<file path="src/inc/asc_pkg.sv">
// Constants and carrier types of the association and scan control block.
// Assumes one 20 MHz clock and a synchronous, active-low reset.
//
// Contract
// - mask bit n scans channel 0x0B plus n
// - standard variant scans up to sixteen channels
// - high-power variant mask limited to 0x3FFE
// - exponent zero to fifteen, resets to four
// - scan time is channels times 2^exp times 15.36ms
// - end node times its join scan by exponent
// - coordinator times active and energy scans alike
// - option bit 0 accepts any network identifier
// - option bit 1 accepts any channel
// - option bit 2 retries joining until success
// - beacon networks always join regardless of bit
// - option bit 3 polls coordinator after pin wake
// - end node options four bits, reset zero
// - coordinator bit 0 scans, replaces conflicting identifier
// - coordinator bit 0 clear keeps configured identifier
// - coordinator bit 1 energy scans for free channel
// - coordinator bit 2 accepts or refuses joins
// - coordinator options three bits, reset zero
// - role setting selects end node or coordinator
// - read-only join status, 0xFF busy, 0x01 timeout
`default_nettype none

package asc_pkg;

  // ----------------------------------------
  // Timing
  // ----------------------------------------
  localparam int BASE_PERIOD_NS = 15360000;
  localparam int CLK_PERIOD_NS = 50;
  localparam int BASE_CYCLES = BASE_PERIOD_NS / CLK_PERIOD_NS;

  // ----------------------------------------
  // Register selects and layouts
  // ----------------------------------------
  localparam logic [2:0] SEL_CHAN_MASK = 3'h0;
  localparam logic [2:0] SEL_SCAN_EXP = 3'h1;
  localparam logic [2:0] SEL_END_OPT = 3'h2;
  localparam logic [2:0] SEL_COORD_OPT = 3'h3;
  localparam logic [2:0] SEL_JOIN_STATUS = 3'h4;
  localparam logic [15:0] MASK_RST = 16'h1FFE;
  localparam logic [15:0] MASK_HP_LEGAL = 16'h3FFE;
  localparam logic [3:0] EXP_RST = 4'h4;
  localparam logic [3:0] END_OPT_RST = 4'h0;
  localparam logic [2:0] COORD_OPT_RST = 3'h0;
  localparam logic [7:0] CHAN_BASE = 8'h0B;
  localparam int OPT_ANY_NET = 0;
  localparam int OPT_ANY_CHAN = 1;
  localparam int OPT_AUTO_JOIN = 2;
  localparam int OPT_POLL_WAKE = 3;
  localparam int OPT_ACCEPT = 2;

  // ----------------------------------------
  // Join status codes
  // ----------------------------------------
  localparam logic [7:0] ST_OK = 8'h00;
  localparam logic [7:0] ST_SCAN_TIMEOUT = 8'h01;
  localparam logic [7:0] ST_NO_PERMIT = 8'h03;
  localparam logic [7:0] ST_NET_MISMATCH = 8'h05;
  localparam logic [7:0] ST_CHAN_MISMATCH = 8'h06;
  localparam logic [7:0] ST_ENERGY_TIMEOUT = 8'h07;
  localparam logic [7:0] ST_JOIN_TIMEOUT = 8'h0C;
  localparam logic [7:0] ST_BUSY = 8'hFF;

  // ----------------------------------------
  // Types
  // ----------------------------------------
  typedef enum logic [2:0] {
    FSM_IDLE = 3'b000,
    FSM_ASCAN = 3'b001,
    FSM_ESCAN = 3'b010,
    FSM_JOIN_WAIT = 3'b011,
    FSM_RUN = 3'b100
  } asc_fsm_type;

  typedef struct packed {
    logic wr;
    logic rd;
    logic [2:0] sel;
    logic [15:0] wdata;
  } asc_cmd_type;

  typedef struct packed {
    logic valid;
    logic [15:0] data;
  } asc_rsp_type;

  typedef struct packed {
    logic valid;
    logic pan_match;
    logic permit;
  } asc_beacon_type;

  typedef struct packed {
    logic valid;
    logic [7:0] level;
  } asc_energy_type;

  typedef struct packed {
    asc_fsm_type fsm;
    logic [15:0] mask;
    logic [3:0] exp;
    logic [3:0] end_opt;
    logic [2:0] coord_opt;
    logic [7:0] status;
    logic [3:0] idx;
    logic [18:0] cyc;
    logic [15:0] per;
    logic fail_seen;
    logic [7:0] fail_code;
    logic pan_conflict;
    logic best_ok;
    logic [7:0] best_lvl;
    logic [3:0] best_idx;
    logic [7:0] op_chan;
    logic joined;
    logic coord_up;
    logic join_req;
    logic poll_req;
    asc_rsp_type rsp;
  } asc_state_type;

endpackage : asc_pkg

`default_nettype wire

</file>
<file path="src/logic/asc_core.sv">
// Association and scan control: option registers, scan timer and join flow.
// Assumes synchronous inputs, a radio that reports beacons and energy levels
// for the channel on SCAN_CHANNEL, and a MAC that performs the join request.
`default_nettype none

module asc_core #(
  parameter int BASE_CYCLES = asc_pkg::BASE_CYCLES
) (
  // Clock and reset
  input wire logic CLK,
  input wire logic RESETN,
  // Configuration command port
  input wire asc_pkg::asc_cmd_type CMD,
  output asc_pkg::asc_rsp_type RSP,
  // Node settings
  input wire logic COORD_ROLE,
  input wire logic HIGH_POWER,
  input wire logic BEACON_NET,
  input wire logic [7:0] OPERATING_CHANNEL,
  // Control events
  input wire logic START,
  input wire logic PIN_WAKE,
  input wire logic JOIN_DONE,
  input wire logic JOIN_FAIL,
  // Radio reports
  input wire asc_pkg::asc_beacon_type BEACON,
  input wire asc_pkg::asc_energy_type ENERGY,
  // Scan and network outputs
  output logic SCAN_ON,
  output logic SCAN_ENERGY,
  output logic [7:0] SCAN_CHANNEL,
  output logic [7:0] OPER_CHANNEL,
  output logic PAN_REPLACE,
  output logic JOIN_REQ,
  output logic POLL_REQ,
  output logic JOINED,
  output logic COORD_UP,
  output logic ACCEPT_JOINS
);

  asc_pkg::asc_state_type s_r;
  asc_pkg::asc_state_type s_nxt;
  logic [15:0] mask_eff;
  logic cyc_last;
  logic per_last;
  logic [4:0] first_ch;
  logic [4:0] next_ch;
  logic scan_step;
  logic scan_end;
  logic pan_ok;
  logic chan_ok;
  logic [7:0] cur_chan;

  // ----------------------------------------
  // Channel search
  // ----------------------------------------
  // Lowest enabled channel at or above from; bit 4 set when one exists
  function automatic logic [4:0] find_ch(input logic [15:0] m, input logic [4:0] from);
    logic [4:0] r;
    r = 5'h00;
    for (int i = 15; i >= 0; i--) begin
      if (m[i] && (5'(i) >= from)) begin
        r = {1'b1, 4'(i)};
      end
    end
    return r;
  endfunction : find_ch

  // ----------------------------------------
  // Scan timer
  // ----------------------------------------
  // High-power part masks off any outer channels software asks for; an empty result still scans 0x0B
  assign mask_eff = HIGH_POWER ? (s_r.mask & asc_pkg::MASK_HP_LEGAL) : s_r.mask;
  assign cur_chan = asc_pkg::CHAN_BASE + {4'h0, s_r.idx};
  assign cyc_last = (s_r.cyc == 19'(BASE_CYCLES - 1));
  assign per_last = (s_r.per == ((16'h1 << s_r.exp) - 16'h1));
  assign first_ch = find_ch(mask_eff, 5'h00);
  assign next_ch = find_ch(mask_eff, {1'b0, s_r.idx} + 5'h01);
  assign scan_step = cyc_last && per_last;
  // An empty mask ends the scan at once rather than hanging
  assign scan_end = (mask_eff == 16'h0000) || (scan_step && !next_ch[4]);
  assign pan_ok = s_r.end_opt[asc_pkg::OPT_ANY_NET] || BEACON.pan_match;
  assign chan_ok = s_r.end_opt[asc_pkg::OPT_ANY_CHAN]
                   || (cur_chan == OPERATING_CHANNEL);

  // ----------------------------------------
  // Next state
  // ----------------------------------------
  always_comb begin
    s_nxt = s_r;
    s_nxt.join_req = 1'b0;
    s_nxt.poll_req = 1'b0;
    s_nxt.rsp.valid = 1'b0;
    // Register access
    if (CMD.wr) begin
      case (CMD.sel)
        asc_pkg::SEL_CHAN_MASK: s_nxt.mask = HIGH_POWER ? (CMD.wdata & asc_pkg::MASK_HP_LEGAL)
                                                        : CMD.wdata;
        asc_pkg::SEL_SCAN_EXP: s_nxt.exp = CMD.wdata[3:0];
        asc_pkg::SEL_END_OPT: s_nxt.end_opt = CMD.wdata[3:0];
        asc_pkg::SEL_COORD_OPT: s_nxt.coord_opt = CMD.wdata[2:0];
        default: s_nxt.mask = s_r.mask; // Status is read-only
      endcase
    end
    if (CMD.rd) begin
      s_nxt.rsp.valid = 1'b1;
      case (CMD.sel)
        asc_pkg::SEL_CHAN_MASK: s_nxt.rsp.data = s_r.mask;
        asc_pkg::SEL_SCAN_EXP: s_nxt.rsp.data = {12'h000, s_r.exp};
        asc_pkg::SEL_END_OPT: s_nxt.rsp.data = {12'h000, s_r.end_opt};
        asc_pkg::SEL_COORD_OPT: s_nxt.rsp.data = {13'h0000, s_r.coord_opt};
        asc_pkg::SEL_JOIN_STATUS: s_nxt.rsp.data = {8'h00, s_r.status};
        default: s_nxt.rsp.data = 16'h0000;
      endcase
    end
    // Timer advances only while a scan runs
    if ((s_r.fsm == asc_pkg::FSM_ASCAN) || (s_r.fsm == asc_pkg::FSM_ESCAN)) begin
      s_nxt.cyc = cyc_last ? 19'h00000 : s_r.cyc + 19'h00001;
      if (cyc_last) begin
        s_nxt.per = per_last ? 16'h0000 : s_r.per + 16'h0001;
      end
      if (scan_step && next_ch[4]) begin
        s_nxt.idx = next_ch[3:0];
        s_nxt.cyc = 19'h00000;
        s_nxt.per = 16'h0000;
      end
    end
    case (s_r.fsm)
      asc_pkg::FSM_ASCAN: begin
        if (BEACON.valid && !COORD_ROLE) begin
          if (pan_ok && chan_ok && BEACON.permit) begin
            s_nxt.fsm = asc_pkg::FSM_JOIN_WAIT;
            s_nxt.join_req = 1'b1;
          end else begin
            s_nxt.fail_seen = 1'b1;
            s_nxt.fail_code = !pan_ok ? asc_pkg::ST_NET_MISMATCH :
                              (!chan_ok ? asc_pkg::ST_CHAN_MISMATCH : asc_pkg::ST_NO_PERMIT);
          end
        end else if (BEACON.valid && BEACON.pan_match) begin
          s_nxt.pan_conflict = 1'b1;
        end
        if (scan_end && !(BEACON.valid && !COORD_ROLE && pan_ok && chan_ok && BEACON.permit)) begin
          s_nxt.cyc = 19'h00000;
          s_nxt.per = 16'h0000;
          s_nxt.idx = first_ch[3:0];
          if (COORD_ROLE) begin
            if (s_r.coord_opt[1]) begin
              s_nxt.fsm = asc_pkg::FSM_ESCAN;
            end else begin
              s_nxt.fsm = asc_pkg::FSM_RUN;
              s_nxt.op_chan = OPERATING_CHANNEL;
              s_nxt.coord_up = 1'b1;
              s_nxt.status = asc_pkg::ST_OK;
            end
          end else begin
            s_nxt.status = s_r.fail_seen ? s_r.fail_code : asc_pkg::ST_SCAN_TIMEOUT;
            s_nxt.fail_seen = 1'b0;
            // Retry for as long as joining is still wanted
            if (!(s_r.end_opt[asc_pkg::OPT_AUTO_JOIN] || BEACON_NET)) begin
              s_nxt.fsm = asc_pkg::FSM_IDLE;
            end
          end
        end
      end
      asc_pkg::FSM_ESCAN: begin
        if (ENERGY.valid && (!s_r.best_ok || (ENERGY.level < s_r.best_lvl))) begin
          s_nxt.best_ok = 1'b1;
          s_nxt.best_lvl = ENERGY.level;
          s_nxt.best_idx = s_r.idx;
        end
        if (scan_end) begin
          s_nxt.fsm = asc_pkg::FSM_RUN;
          s_nxt.coord_up = 1'b1;
          s_nxt.op_chan = s_r.best_ok ? (asc_pkg::CHAN_BASE + {4'h0, s_r.best_idx})
                                      : OPERATING_CHANNEL;
          s_nxt.status = s_r.best_ok ? asc_pkg::ST_OK : asc_pkg::ST_ENERGY_TIMEOUT;
        end
      end
      asc_pkg::FSM_JOIN_WAIT: begin
        if (JOIN_DONE) begin
          s_nxt.fsm = asc_pkg::FSM_RUN;
          s_nxt.joined = 1'b1;
          s_nxt.op_chan = cur_chan;
          s_nxt.status = asc_pkg::ST_OK;
        end else if (JOIN_FAIL) begin
          s_nxt.status = asc_pkg::ST_JOIN_TIMEOUT;
          s_nxt.fsm = (s_r.end_opt[asc_pkg::OPT_AUTO_JOIN] || BEACON_NET) ?
                      asc_pkg::FSM_ASCAN : asc_pkg::FSM_IDLE;
          s_nxt.cyc = 19'h00000;
          s_nxt.per = 16'h0000;
          s_nxt.idx = first_ch[3:0];
        end
      end
      asc_pkg::FSM_RUN: begin
        if (PIN_WAKE && s_r.joined && s_r.end_opt[asc_pkg::OPT_POLL_WAKE]) begin
          s_nxt.poll_req = 1'b1;
        end
      end
      asc_pkg::FSM_IDLE: s_nxt.fsm = asc_pkg::FSM_IDLE;
      default: s_nxt.fsm = asc_pkg::FSM_IDLE;
    endcase
    // A start request restarts the flow from any state
    if (START) begin
      s_nxt.cyc = 19'h00000;
      s_nxt.per = 16'h0000;
      s_nxt.idx = first_ch[3:0];
      s_nxt.joined = 1'b0;
      s_nxt.coord_up = 1'b0;
      s_nxt.pan_conflict = 1'b0;
      s_nxt.best_ok = 1'b0;
      s_nxt.fail_seen = 1'b0;
      s_nxt.join_req = 1'b0;
      s_nxt.status = asc_pkg::ST_BUSY;
      if (COORD_ROLE) begin
        if (s_r.coord_opt[0]) begin
          s_nxt.fsm = asc_pkg::FSM_ASCAN;
        end else if (s_r.coord_opt[1]) begin
          s_nxt.fsm = asc_pkg::FSM_ESCAN;
        end else begin
          s_nxt.fsm = asc_pkg::FSM_RUN;
          s_nxt.op_chan = OPERATING_CHANNEL;
          s_nxt.coord_up = 1'b1;
          s_nxt.status = asc_pkg::ST_OK;
        end
      end else if (s_r.end_opt[asc_pkg::OPT_AUTO_JOIN] || BEACON_NET) begin
        s_nxt.fsm = asc_pkg::FSM_ASCAN;
      end else begin
        s_nxt.fsm = asc_pkg::FSM_IDLE;
        s_nxt.status = asc_pkg::ST_OK;
      end
    end
  end

  // ----------------------------------------
  // State register
  // ----------------------------------------
  always_ff @(posedge CLK) begin
    if (!RESETN) begin
      s_r <= '0;
      s_r.fsm <= asc_pkg::FSM_IDLE;
      s_r.mask <= asc_pkg::MASK_RST;
      s_r.exp <= asc_pkg::EXP_RST;
      s_r.end_opt <= asc_pkg::END_OPT_RST;
      s_r.coord_opt <= asc_pkg::COORD_OPT_RST;
      s_r.status <= asc_pkg::ST_OK;
    end else begin
      s_r <= s_nxt;
    end
  end

  // ----------------------------------------
  // Outputs
  // ----------------------------------------
  assign RSP = s_r.rsp;
  assign SCAN_ON = (s_r.fsm == asc_pkg::FSM_ASCAN) || (s_r.fsm == asc_pkg::FSM_ESCAN);
  assign SCAN_ENERGY = (s_r.fsm == asc_pkg::FSM_ESCAN);
  assign SCAN_CHANNEL = SCAN_ON ? cur_chan : 8'h00;
  assign OPER_CHANNEL = s_r.op_chan;
  assign PAN_REPLACE = s_r.pan_conflict && COORD_ROLE && s_r.coord_opt[0];
  assign JOIN_REQ = s_r.join_req;
  assign POLL_REQ = s_r.poll_req;
  assign JOINED = s_r.joined;
  assign COORD_UP = s_r.coord_up;
  assign ACCEPT_JOINS = s_r.coord_up && COORD_ROLE
                        && s_r.coord_opt[asc_pkg::OPT_ACCEPT];
endmodule : asc_core

`default_nettype wire

</file>
<file path="config.mk">
export PLATFORM = sky130hd
export DESIGN_NAME = asc_core
export DESIGN_NICKNAME = d
export VERILOG_FILES = /design/src/inc/asc_pkg.sv /design/src/logic/asc_core.sv
export SDC_FILE = /design/constraint.sdc
export NUM_CORES = 1
export LEC_CHECK = 0
export ABC_CLOCK_PERIOD_IN_PS = 5100
export BUFFER_PORTS_ARGS = -buffer_cell sky130_fd_sc_hd__buf_2
export CORE_MARGIN = 1
export CORE_UTILIZATION = 53
export CTS_CLUSTER_DIAMETER = 200
export DETAILED_ROUTE_END_ITERATION = 10
export PLACE_DENSITY = 0.74
export SYNTH_ARGS = -nofsm -noshare
export SYNTH_HDL_FRONTEND = slang
export SYNTH_SLANG_ARGS = --single-unit
export TNS_END_PERCENT = 30
</file>
<file path="constraint.sdc">
create_clock -name CLK -period 5.1 [get_ports CLK]
set_input_delay 1.02 -clock CLK [delete_from_list [all_inputs] [get_ports CLK]]
set_output_delay 1.02 -clock CLK [all_outputs]
set_load 0.02 [all_outputs]
</file>
# == Word level (Yosys, flattened, before mapping) ==
# Cells that the tools add are included.
# word_totals
reg_bits,129
out_inout_bits,41
# op_classes
addsub,6
magnitude_cmp,17
n_eq_ne,18
n_shift,1
n_mux,104
bitwise_logic,4
n_reduce_logical,62
# ops
op,count
$mux 8,17
$mux 39,3
$mux 48,2
$mux 5,17
$pmux 16 s5,1
$pmux 39 s2,1
$mux 16,4
$mux 4,16
$pmux 8 s3,2
$mux 47,1
$mux 3,15
$ge 4x5->1 const A,8
$logic_and 1x1->1,34
$mux 9,3
$ge 3x5->1 const A,4
$add 19x1->19 const B,1
$eq 19x19->1 const B,1
$mux 19,1
$mux 17,1
$add 16x1->16 const B,1
$eq 16x16->1,1
$logic_not 16->1,1
$mux 1,16
$shl 1x4->16 const A,1
other kinds (29),60

# == Logic depth before layout (Yosys ltp) ==
# Gate-level depths: netlist (run 1).
# logic_depth
ltp_word,29
depth_mapped,18

# == Least setup slack after synthesis (run 1) ==
# No wires, ideal clock.
# synth_timing
kind,flip-flop to flip-flop
startpoint,register s_r[109] (netlist name)
endpoint,register s_r[87] (netlist name)
setup_time_ps,70
arrival_ps,3448
slack_ps,1582
path_stages_with_launch,17
cell_sequence,dfxtp_1 buf_2 clkbuf_1 nor2_1 nand2_1 ha_1 or3b_1 buf_2 xnor2_1 a2111oi_2 nand3_1 nor4b_4 nand4_4 a21oi_4 nor3b_4 or4_1 o21ai_1
# synth_via
elab_chain_cells,11
# synth_lines
item,line,rtl
from (decl),asc_core.sv:41,asc_pkg::asc_state_type s_r;
from (signal assigned),asc_core.sv:247,s_r <= s_nxt;
$shl 1x4->16 *,asc_core.sv:76,assign per_last = (s_r.per == ((16'h1 << s_r.exp) - 16'h1));
$sub 16x1->16 *,asc_core.sv:76,
$eq 16x16->1 *,asc_core.sv:76,
$logic_and 1x1->1 *,asc_core.sv:79,assign scan_step = cyc_last && per_last;
$logic_and 1x1->1,asc_core.sv:122,if (scan_step && next_ch[4]) begin
$mux 39,asc_core.sv:122,
$mux 39,asc_core.sv:117,if ((s_r.fsm == asc_pkg::FSM_ASCAN) || (s_r.fsm == asc_pkg::FSM_ESCAN)) begin
$mux 47,asc_core.sv:185,end else if (JOIN_FAIL) begin
$mux 39,asc_core.sv:180,if (JOIN_DONE) begin
$pmux 39 s2 *,asc_core.sv:128,case (s_r.fsm)
$mux 48 *,asc_core.sv:203,if (START) begin
# Mark *: on every way between the ends. The rest lies on a longest branch, timed or not. The select of a mux whose other input is x is not followed.
# A chain may end at the register's enable or synchronous reset.

# == Worst setup path after layout (run 1) ==
# layout_timing
startpoint,register s_r[107] (netlist name)
endpoint,register s_r (netlist bit OPER_CHANNEL[7])
# layout_via
elab_chain_cells,13
# layout_lines
item,line,rtl
$shl 1x4->16 *,asc_core.sv:76,
$sub 16x1->16 *,asc_core.sv:76,
$eq 16x16->1 *,asc_core.sv:76,
$logic_and 1x1->1 *,asc_core.sv:79,
$logic_and 1x1->1 *,asc_core.sv:81,assign scan_end = (mask_eff == 16'h0000) || (scan_step && !next_ch[4]);
$logic_or 1x1->1 *,asc_core.sv:81,
$logic_and 1x1->1,asc_core.sv:142,if (scan_end && !(BEACON.valid && !COORD_ROLE && pan_ok && chan_ok && BEACON.permit)) begin
$mux 8,asc_core.sv:142,
$pmux 8 s3 *,asc_core.sv:128,
$mux 8,asc_core.sv:217,end else if (s_r.coord_opt[1]) begin
$mux 8,asc_core.sv:215,if (s_r.coord_opt[0]) begin
$mux 8,asc_core.sv:214,if (COORD_ROLE) begin
$mux 11 *,asc_core.sv:203,
# Mark *: on every way between the ends. The rest lies on a longest branch, timed or not.

==> reports/metrics.cfg, run 1 <==
[sta]
setup_tns_ns=0
rsz0062_at_grt=false
max_freq_ghz=0.2453
hold_violations=0
finalCritPeriodShare_pct=79.95
fin_worst_skew_ns=0.009181
drv_slew=0
tightestPinTransition_ns=1.072
slew_headroom_pct=27.53
setup_viol=0
min_period_ns=4.077

[setup_path]
critPathRequiredTime_ns=5.42
critPathTopFamily=simple AND/OR/NAND/NOR gates
crit_path_frequent_cell=nand3_1
cp_slowest_cell=dfxtp_1
cp_cell_sequence=nor2_1, nand3_1, ha_1, or3b_1, xnor2_1, a2111oi_2, nand3_1, nor4b_4, nand4_4, nand2_2, a22oi_2, o211a_1, a22o_1
critPathKind=flip-flop to flip-flop
crit_path_start_kind=flip-flop
path_buf_inv=0
worstPathArrival_ns=4.39
max_stage_delay_ns=0.76
endpoint_kind=flip-flop
crit_fanout=20

[final_layout]
diodes=0
stdcell_count=1197
layout-drive-gt1-share_pct=14.65
stdcell_area_um2=8367
syn2layout_area_growth_pct=11.34
fin_nets=1069
fillers=1293

[floorplanning]
core-area_um2=13880
die_width_um=121.1
start_util_pct=54.14
die_h_um=121.1
row_count=43
floorplan.die_area_um2=14660
io_pins=91

[yosys]
ys.flop_type=dfxtp_1
ys_types=87
yosysWarnings=0
yosys.area.top_type=dfxtp_1
synth_compound_area_share_pct=18.38
synthXorXnorAreaFrac_pct=5.811
synth_top_cell_area_share_pct=32.23
synth_most_common_cell=nor2_1
synth-adder-area-share_pct=2.498
synth_area_leaders=dfxtp_1 32%, nor2_1 6.1%, nand2_1 5.2%
synth_edf_count=0
synthArstFlopShare_pct=0
syn_area_per_cell_um2=7.739
syn_inst=971
ys_seq_area_share_pct=32.23
synthTopCellsByCount=123 x nor2_1, 121 x dfxtp_1, 104 x nand2_1
synthMuxAreaShare_pct=4.446
synth-simple-area-share_pct=28.57
yosys_register_bits=121
synth_area_um2=7515
synth_top_family_by_area=simple AND/OR/NAND/NOR gates

[pwr]
leakage_nw=3.242
pwr-share-seq_pct=39.9
powerDensity_nw_per_um2=298.2
vdd_drop_max_mv=0.2449
p_sw_share_pct=25.77
clockPowerShare_pct=49.6
p_int_mw=1.852
combPwrFrac_pct=10.5
switching_power_mw=0.6430

[route]
drt_iter0_drc=633
vias=6939
firstDrtPassIters=5
wl_um=18850
ant_nets=0
viasPerCell=5.797
route.detailed.drc=0
wl_per_cell_um=15.75

[clock_tree]
cts_tree=yes
clock-sinks=121
cts_resized=0
numCtsBuffers=17
htree_levels=4
cts_buffer_depth=2
clk_latency_ns=0.43
postCtsSetupBuffers=0
path_clk_slew_ns=0.06
cts_hold_buf=0
clockRootBuffer=clkbuf_16

[place]
placedCellCount=1165
placed_area_um2=7754
dpl.hpwl_um=13480
portBuffers=87
gp_congestion=0.9009

[grt]
grt_pass1_wl_um=31100
antenna_found_initial=0
grt_usage_pct=26.68
grt_max_degree=36
grt_pass1_vias=6348
overflow=0

[outcome]
outcome=complete, no violations

[min_path]
worstHoldPathType=flip-flop to flip-flop

[run]
max_cap_violations=0

cells in the final DEF (no fill, tap or decap), types with 4 or more instances in the layout:
master | Yosys | routed
a21o_1 | 6 | 6
a21oi_1 | 54 | 54
a221oi_1 | 6 | 6
a31oi_1 | 13 | 13
and2_1 | 5 | 5
and3_1 | 12 | 12
buf_2 | 13 | 87
buf_4 | 36 | 6
clkbuf_16 | 0 | 17
clkinv_4 | 0 | 4
dfxtp_1 | 121 | 121
ha_1 | 15 | 15
inv_1 | 33 | 33
mux2i_1 | 30 | 30
nand2_1 | 104 | 104
nand2b_1 | 28 | 28
nand3_1 | 49 | 49
nand3b_1 | 5 | 5
nand4_1 | 19 | 19
nor2_1 | 123 | 123
nor2b_1 | 16 | 16
nor3_1 | 21 | 21
nor3b_1 | 4 | 4
nor4_1 | 8 | 8
o211ai_1 | 10 | 10
o21a_1 | 5 | 5
o21ai_0 | 59 | 59
o21bai_1 | 6 | 6
o22ai_1 | 6 | 6
o311a_1 | 4 | 4
or3_1 | 5 | 5
xnor2_1 | 21 | 21
xor2_1 | 27 | 27
per-layer routing:
layer,up-vias,track usage [%],wire length [µm]
li1,3462,-,-
met1,3203,36.28,8862
met2,249,41.57,8492
met3,25,6.015,1198
met4,0,8.796,300
met5,-,0,0
area by class of cell:
cell class / count / area (µm²) / area share (%)
clock buffers: 19 / 442.9 / 5.294
inverters: 34 / 127.6 / 1.525
repair buffers: 93 / 480.5 / 5.742
flip-flops and latches: 121 / 2422 / 28.95
well taps: 180 / 225.2 / 2.692
clock inverters: 13 / 170.2 / 2.034
multi-input cells: 737 / 4498 / 53.76
registers in the layout (all words and copies together) (netlist names), named ones only:
| name | flops |
|---|---|
| COORD_UP | 1 |
| JOINED | 1 |
| JOIN_REQ | 1 |
| OPER_CHANNEL | 8 |
| POLL_REQ | 1 |
| RSP | 17 |
| s_r | 91 |
cell families after synthesis:
family | Yosys count
xor gates and xnor gates | 49
and+or+nand+nor | 427
muxes | 32
DFF | 121
AOI/OAI and AO/OA | 211
buffers and inverters | 115
other | 1
adders and majority gates | 15
through the flow:
step / power, mW / hold WS [ns] / setup slack [ns] / utilization [%]
after floorplan: 1.207 / 0.4319 / 1.582 / -
after global placement: 1.271 / 0.4522 / 1.165 / 55.86
after detailed placement: 1.274 / 0.4576 / 1.056 / 55.86
after CTS: 2.506 / 0.4675 / 1.012 / 60.28
after global routing: 2.582 / 0.4917 / 0.7817 / 60.28
final: 2.495 / 0.4665 / 1.023 / 60.28
final timing paths:
path / start / end / slack (ns) / cells past startpoint
hold / removal: RSP[15]$_SDFFE_PN0P_ / RSP[15]$_SDFFE_PN0P_ / 0.47 / 2
hold reg to reg: RSP[15]$_SDFFE_PN0P_ / RSP[15]$_SDFFE_PN0P_ / 0.47 / 2
setup / recovery: s_r[107]$_SDFFE_PN0P_ / OPER_CHANNEL[7]$_SDFF_PN0_ / 1.02 / 13
setup reg to reg: s_r[107]$_SDFFE_PN0P_ / OPER_CHANNEL[7]$_SDFF_PN0_ / 1.02 / 13
power by group through the flow:
stage | Combinational, mW | Sequential, mW | Clock, mW
after CTS | 0.260 | 0.995 | 1.25
after floorplan | 0.201 | 1.01 | 0
final | 0.262 | 0.996 | 1.24
after global routing | 0.291 | 0.999 | 1.29
after detailed placement | 0.258 | 1.02 | 0
after global placement | 0.256 | 1.02 | 0
worst min-delay path, stage by stage, from the launching register on:
cell	delay, ns
dfxtp_1	0.30
nand2b_1	0.06
a21oi_1	0.05
Power figures use the tool's default switching activity.
==> run 2, diff against run 1 <==
ABC_CLOCK_PERIOD_IN_PS = 4100   (was 5100)
clock period = 4.1 ns   (was 5.1 ns; I/O delays follow)
==> run 2 against run 1 <==
Effect of this change:
- total power up 24%
- design area up 0.52%
- sequential share of layout area down 0.12 points
- via count up 1.1%
- first-iteration DRC count up 6.0%
- clock skew down 0.0020 ns
- register-to-register slack worse by 0.63 ns
- clock power up 23%
- critical endpoint is now OPER_CHANNEL[6]$_SDFF_PN0_
- hold slack worse by 0.0018 ns
- flip-flop and latch count unchanged
- final cell count up 0.58%
- wire length up 2.3%
==> reports/metrics.cfg, run 2 (synthesis gave the netlist of run 1 again) <==
[route]
viasPerCell=5.828  ; +0.54%
vias=7017  ; +1.1%
wl_met1_um=8828  ; -0.38%
wl_per_cell_um=16.02  ; +1.7%
route.detailed.drc=0  ; unchanged
met2_length_um=8711  ; +2.6%
wl_um=19290  ; +2.3%
firstDrtPassIters=5  ; unchanged
top_layer=met4
wl_met3_um=1465  ; +22%
ant_nets=0  ; unchanged
drt_iter0_drc=671  ; +6.0%

[final_layout]
largest_register_ffs=91  ; unchanged
final_common_cell=nor2_1
stdcell_area_um2=8411  ; +0.52%
fin_nets=1076  ; +0.65%
syn2layout_area_growth_pct=11.92
final_cell_mix=123 x nor2_1, 119 x dfxtp_1, 104 x nand2_1
multi_input_area_um2=4498  ; unchanged
regArea_um2=2425  ; +0.10%
diodes=0  ; unchanged
layout-drive-gt1-share_pct=15.43  ; +0.78 points
fillers=1286  ; -0.54%
regMostFlops=s_r
stdcell_count=1204  ; +0.58%

[clock_tree]
cts_tree=yes
postCtsSetupBuffers=0  ; unchanged
path_clk_slew_ns=0.06  ; about the same
clk_latency_ns=0.42  ; about the same
numCtsBuffers=17  ; unchanged
clock-sinks=121  ; unchanged
cts_buffer_depth=2  ; unchanged
clockRootBuffer=clkbuf_16
htree_levels=4  ; unchanged

[outcome]
outcome=complete, no violations

[floorplanning]
die_width_um=121.1  ; unchanged
start_util_pct=54.14  ; unchanged
die_h_um=121.1  ; unchanged
core-area_um2=13880  ; unchanged
row_count=43  ; unchanged
io_pins=91  ; unchanged
floorplan.die_area_um2=14660  ; unchanged

[sta]
setup_viol=0  ; unchanged
tightestPinTransition_ns=1.098  ; +0.02602 ns
setup_tns_ns=0  ; unchanged
hold_violations=0  ; unchanged
fin_worst_skew_ns=0.007154  ; -0.002026 ns
slew_headroom_pct=25.80  ; -1.7 points
min_period_ns=3.705  ; -0.3718 ns
fin_ws_ns=0.3945  ; -0.6282 ns
rsz0062_at_grt=false
drv_slew=0  ; unchanged
finalCritPeriodShare_pct=90.38  ; +10 points
max_freq_ghz=0.2699  ; +10%

[setup_path]
critPathRequiredTime_ns=4.41  ; -1.01 ns
worstPathArrival_ns=4.02  ; -0.37 ns
cp_slowest_cell=dfxtp_2
rrSetupSlack_ns=0.39  ; -0.63 ns
startpoint=s_r[106]$_SDFFE_PN0P_
r2r_cells=13  ; unchanged
endpoint_kind=flip-flop
cp_cell_sequence=nor2_1, nand2_1, ha_1, or3b_1, xnor2_1, o41ai_1, o211ai_1, nor4b_4, nand4_4, nand2_2, a22oi_2, o211a_1, a22o_1
critPathKind=flip-flop to flip-flop
r2r_start=s_r[106]$_SDFFE_PN0P_
endpoint=OPER_CHANNEL[6]$_SDFF_PN0_
crit_fanout=13  ; -35%
r2r-end=OPER_CHANNEL[6]$_SDFF_PN0_
max_stage_delay_ns=0.49  ; -0.27 ns
crit_path_start_kind=flip-flop

[place]
placedCellCount=1172  ; +0.60%
pre_cts_ws_ns=0.2690  ; -0.7868 ns
placed_area_um2=7806  ; +0.68%
dpl.hpwl_um=13830  ; +2.6%
portBuffers=87  ; unchanged
gp_congestion=0.9374  ; +4.1%

[grt]
grt_usage_pct=27.32  ; +0.64 points
grt_pass1_vias=6366  ; +0.28%
overflow=0  ; unchanged
antenna_found_initial=0  ; unchanged
grt_max_degree=36  ; unchanged
grt_pass1_wl_um=31540  ; +1.4%

[pwr]
pwr-share-seq_pct=40.1  ; +0.2 points
clockPowerShare_pct=49.2  ; -0.4 points
vdd_drop_max_mv=0.2682  ; +9.5%
switching_power_mw=0.8034  ; +25%
leakage_nw=3.268  ; +0.80%
combPwrFrac_pct=10.8  ; +0.3 points
report.power.total_mw=3.090  ; +24%
powerDensity_nw_per_um2=367.3  ; +23%
p_int_mw=2.286  ; +23%
p_sw_share_pct=26.01  ; +0.23 points

[run]
max_cap_violations=0  ; unchanged

[min_path]
worstHoldPathType=flip-flop to flip-flop

run 2: worst min path at each step:
stage,start,end,slack [ns],cells past startpoint
after floorplan,s_r[42]$_SDFFE_PP0P_,s_r[42]$_SDFFE_PP0P_,0.43,2
after global placement,RSP[12]$_SDFFE_PN0P_,RSP[12]$_SDFFE_PN0P_,0.46,2
after detailed placement,RSP[13]$_SDFFE_PN0P_,RSP[13]$_SDFFE_PN0P_,0.46,2
after CTS,RSP[13]$_SDFFE_PN0P_,RSP[13]$_SDFFE_PN0P_,0.47,2
after global routing,JOINED$_SDFFE_PP0P_,POLL_REQ$_SDFF_PN0_,0.49,2
final,RSP[13]$_SDFFE_PN0P_,RSP[13]$_SDFFE_PN0P_,0.46,2
run 2: layout make-up:
type,instances,share of cell area [%]
well taps,180,2.678
inverters,34,1.517
clock inverters,14,2.053
flip-flops and latches,121,28.83
multi-input cells,737,53.48
repair buffers,100,6.337
clock buffers,18,5.103
run 2: per-layer routing:
| layer | GRT usage, % | vias to the layer above |
|---|---|---|
| li1 | - | 3473 |
| met1 | 36.94 | 3230 |
| met2 | 43.14 | 283 |
| met3 | 6.062 | 31 |
| met4 | 8.488 | 0 |
| met5 | 0 | - |
run 2: per-stage QoR:
step / hold slack, ns / utilization [%]
after floorplan: 0.4319 / -
after global placement: 0.4556 / 56.24
after detailed placement: 0.4585 / 56.24
after CTS: 0.4672 / 60.57
after global routing: 0.4889 / 60.59
final: 0.4646 / 60.59
run 2: worst max-delay path, delay by kind of cell, from the launching register on:
kind,cells,cell delay (ns)
AO/OA/AOI/OAI,5,1.22
flip-flops,1,0.49
XOR/XNOR,1,0.17
AND/OR/NAND/NOR,6,1.55
adder cells (fa/ha/maj),1,0.16
run 2: power by group through the flow:
stage | registers [mW] | logic (mW) | clock network (mW)
after floorplan | 1.25 | 0.251 | 0
after global placement | 1.26 | 0.324 | 0
after detailed placement | 1.26 | 0.328 | 0
after CTS | 1.24 | 0.330 | 1.54
after global routing | 1.24 | 0.367 | 1.60
final | 1.24 | 0.333 | 1.52
run 2: what timing repair did:
action | CTS | global route
gates resized for setup | 0 | 2
hold buffers | 0 | 0
endpoints found under the setup margin | 0 | 4
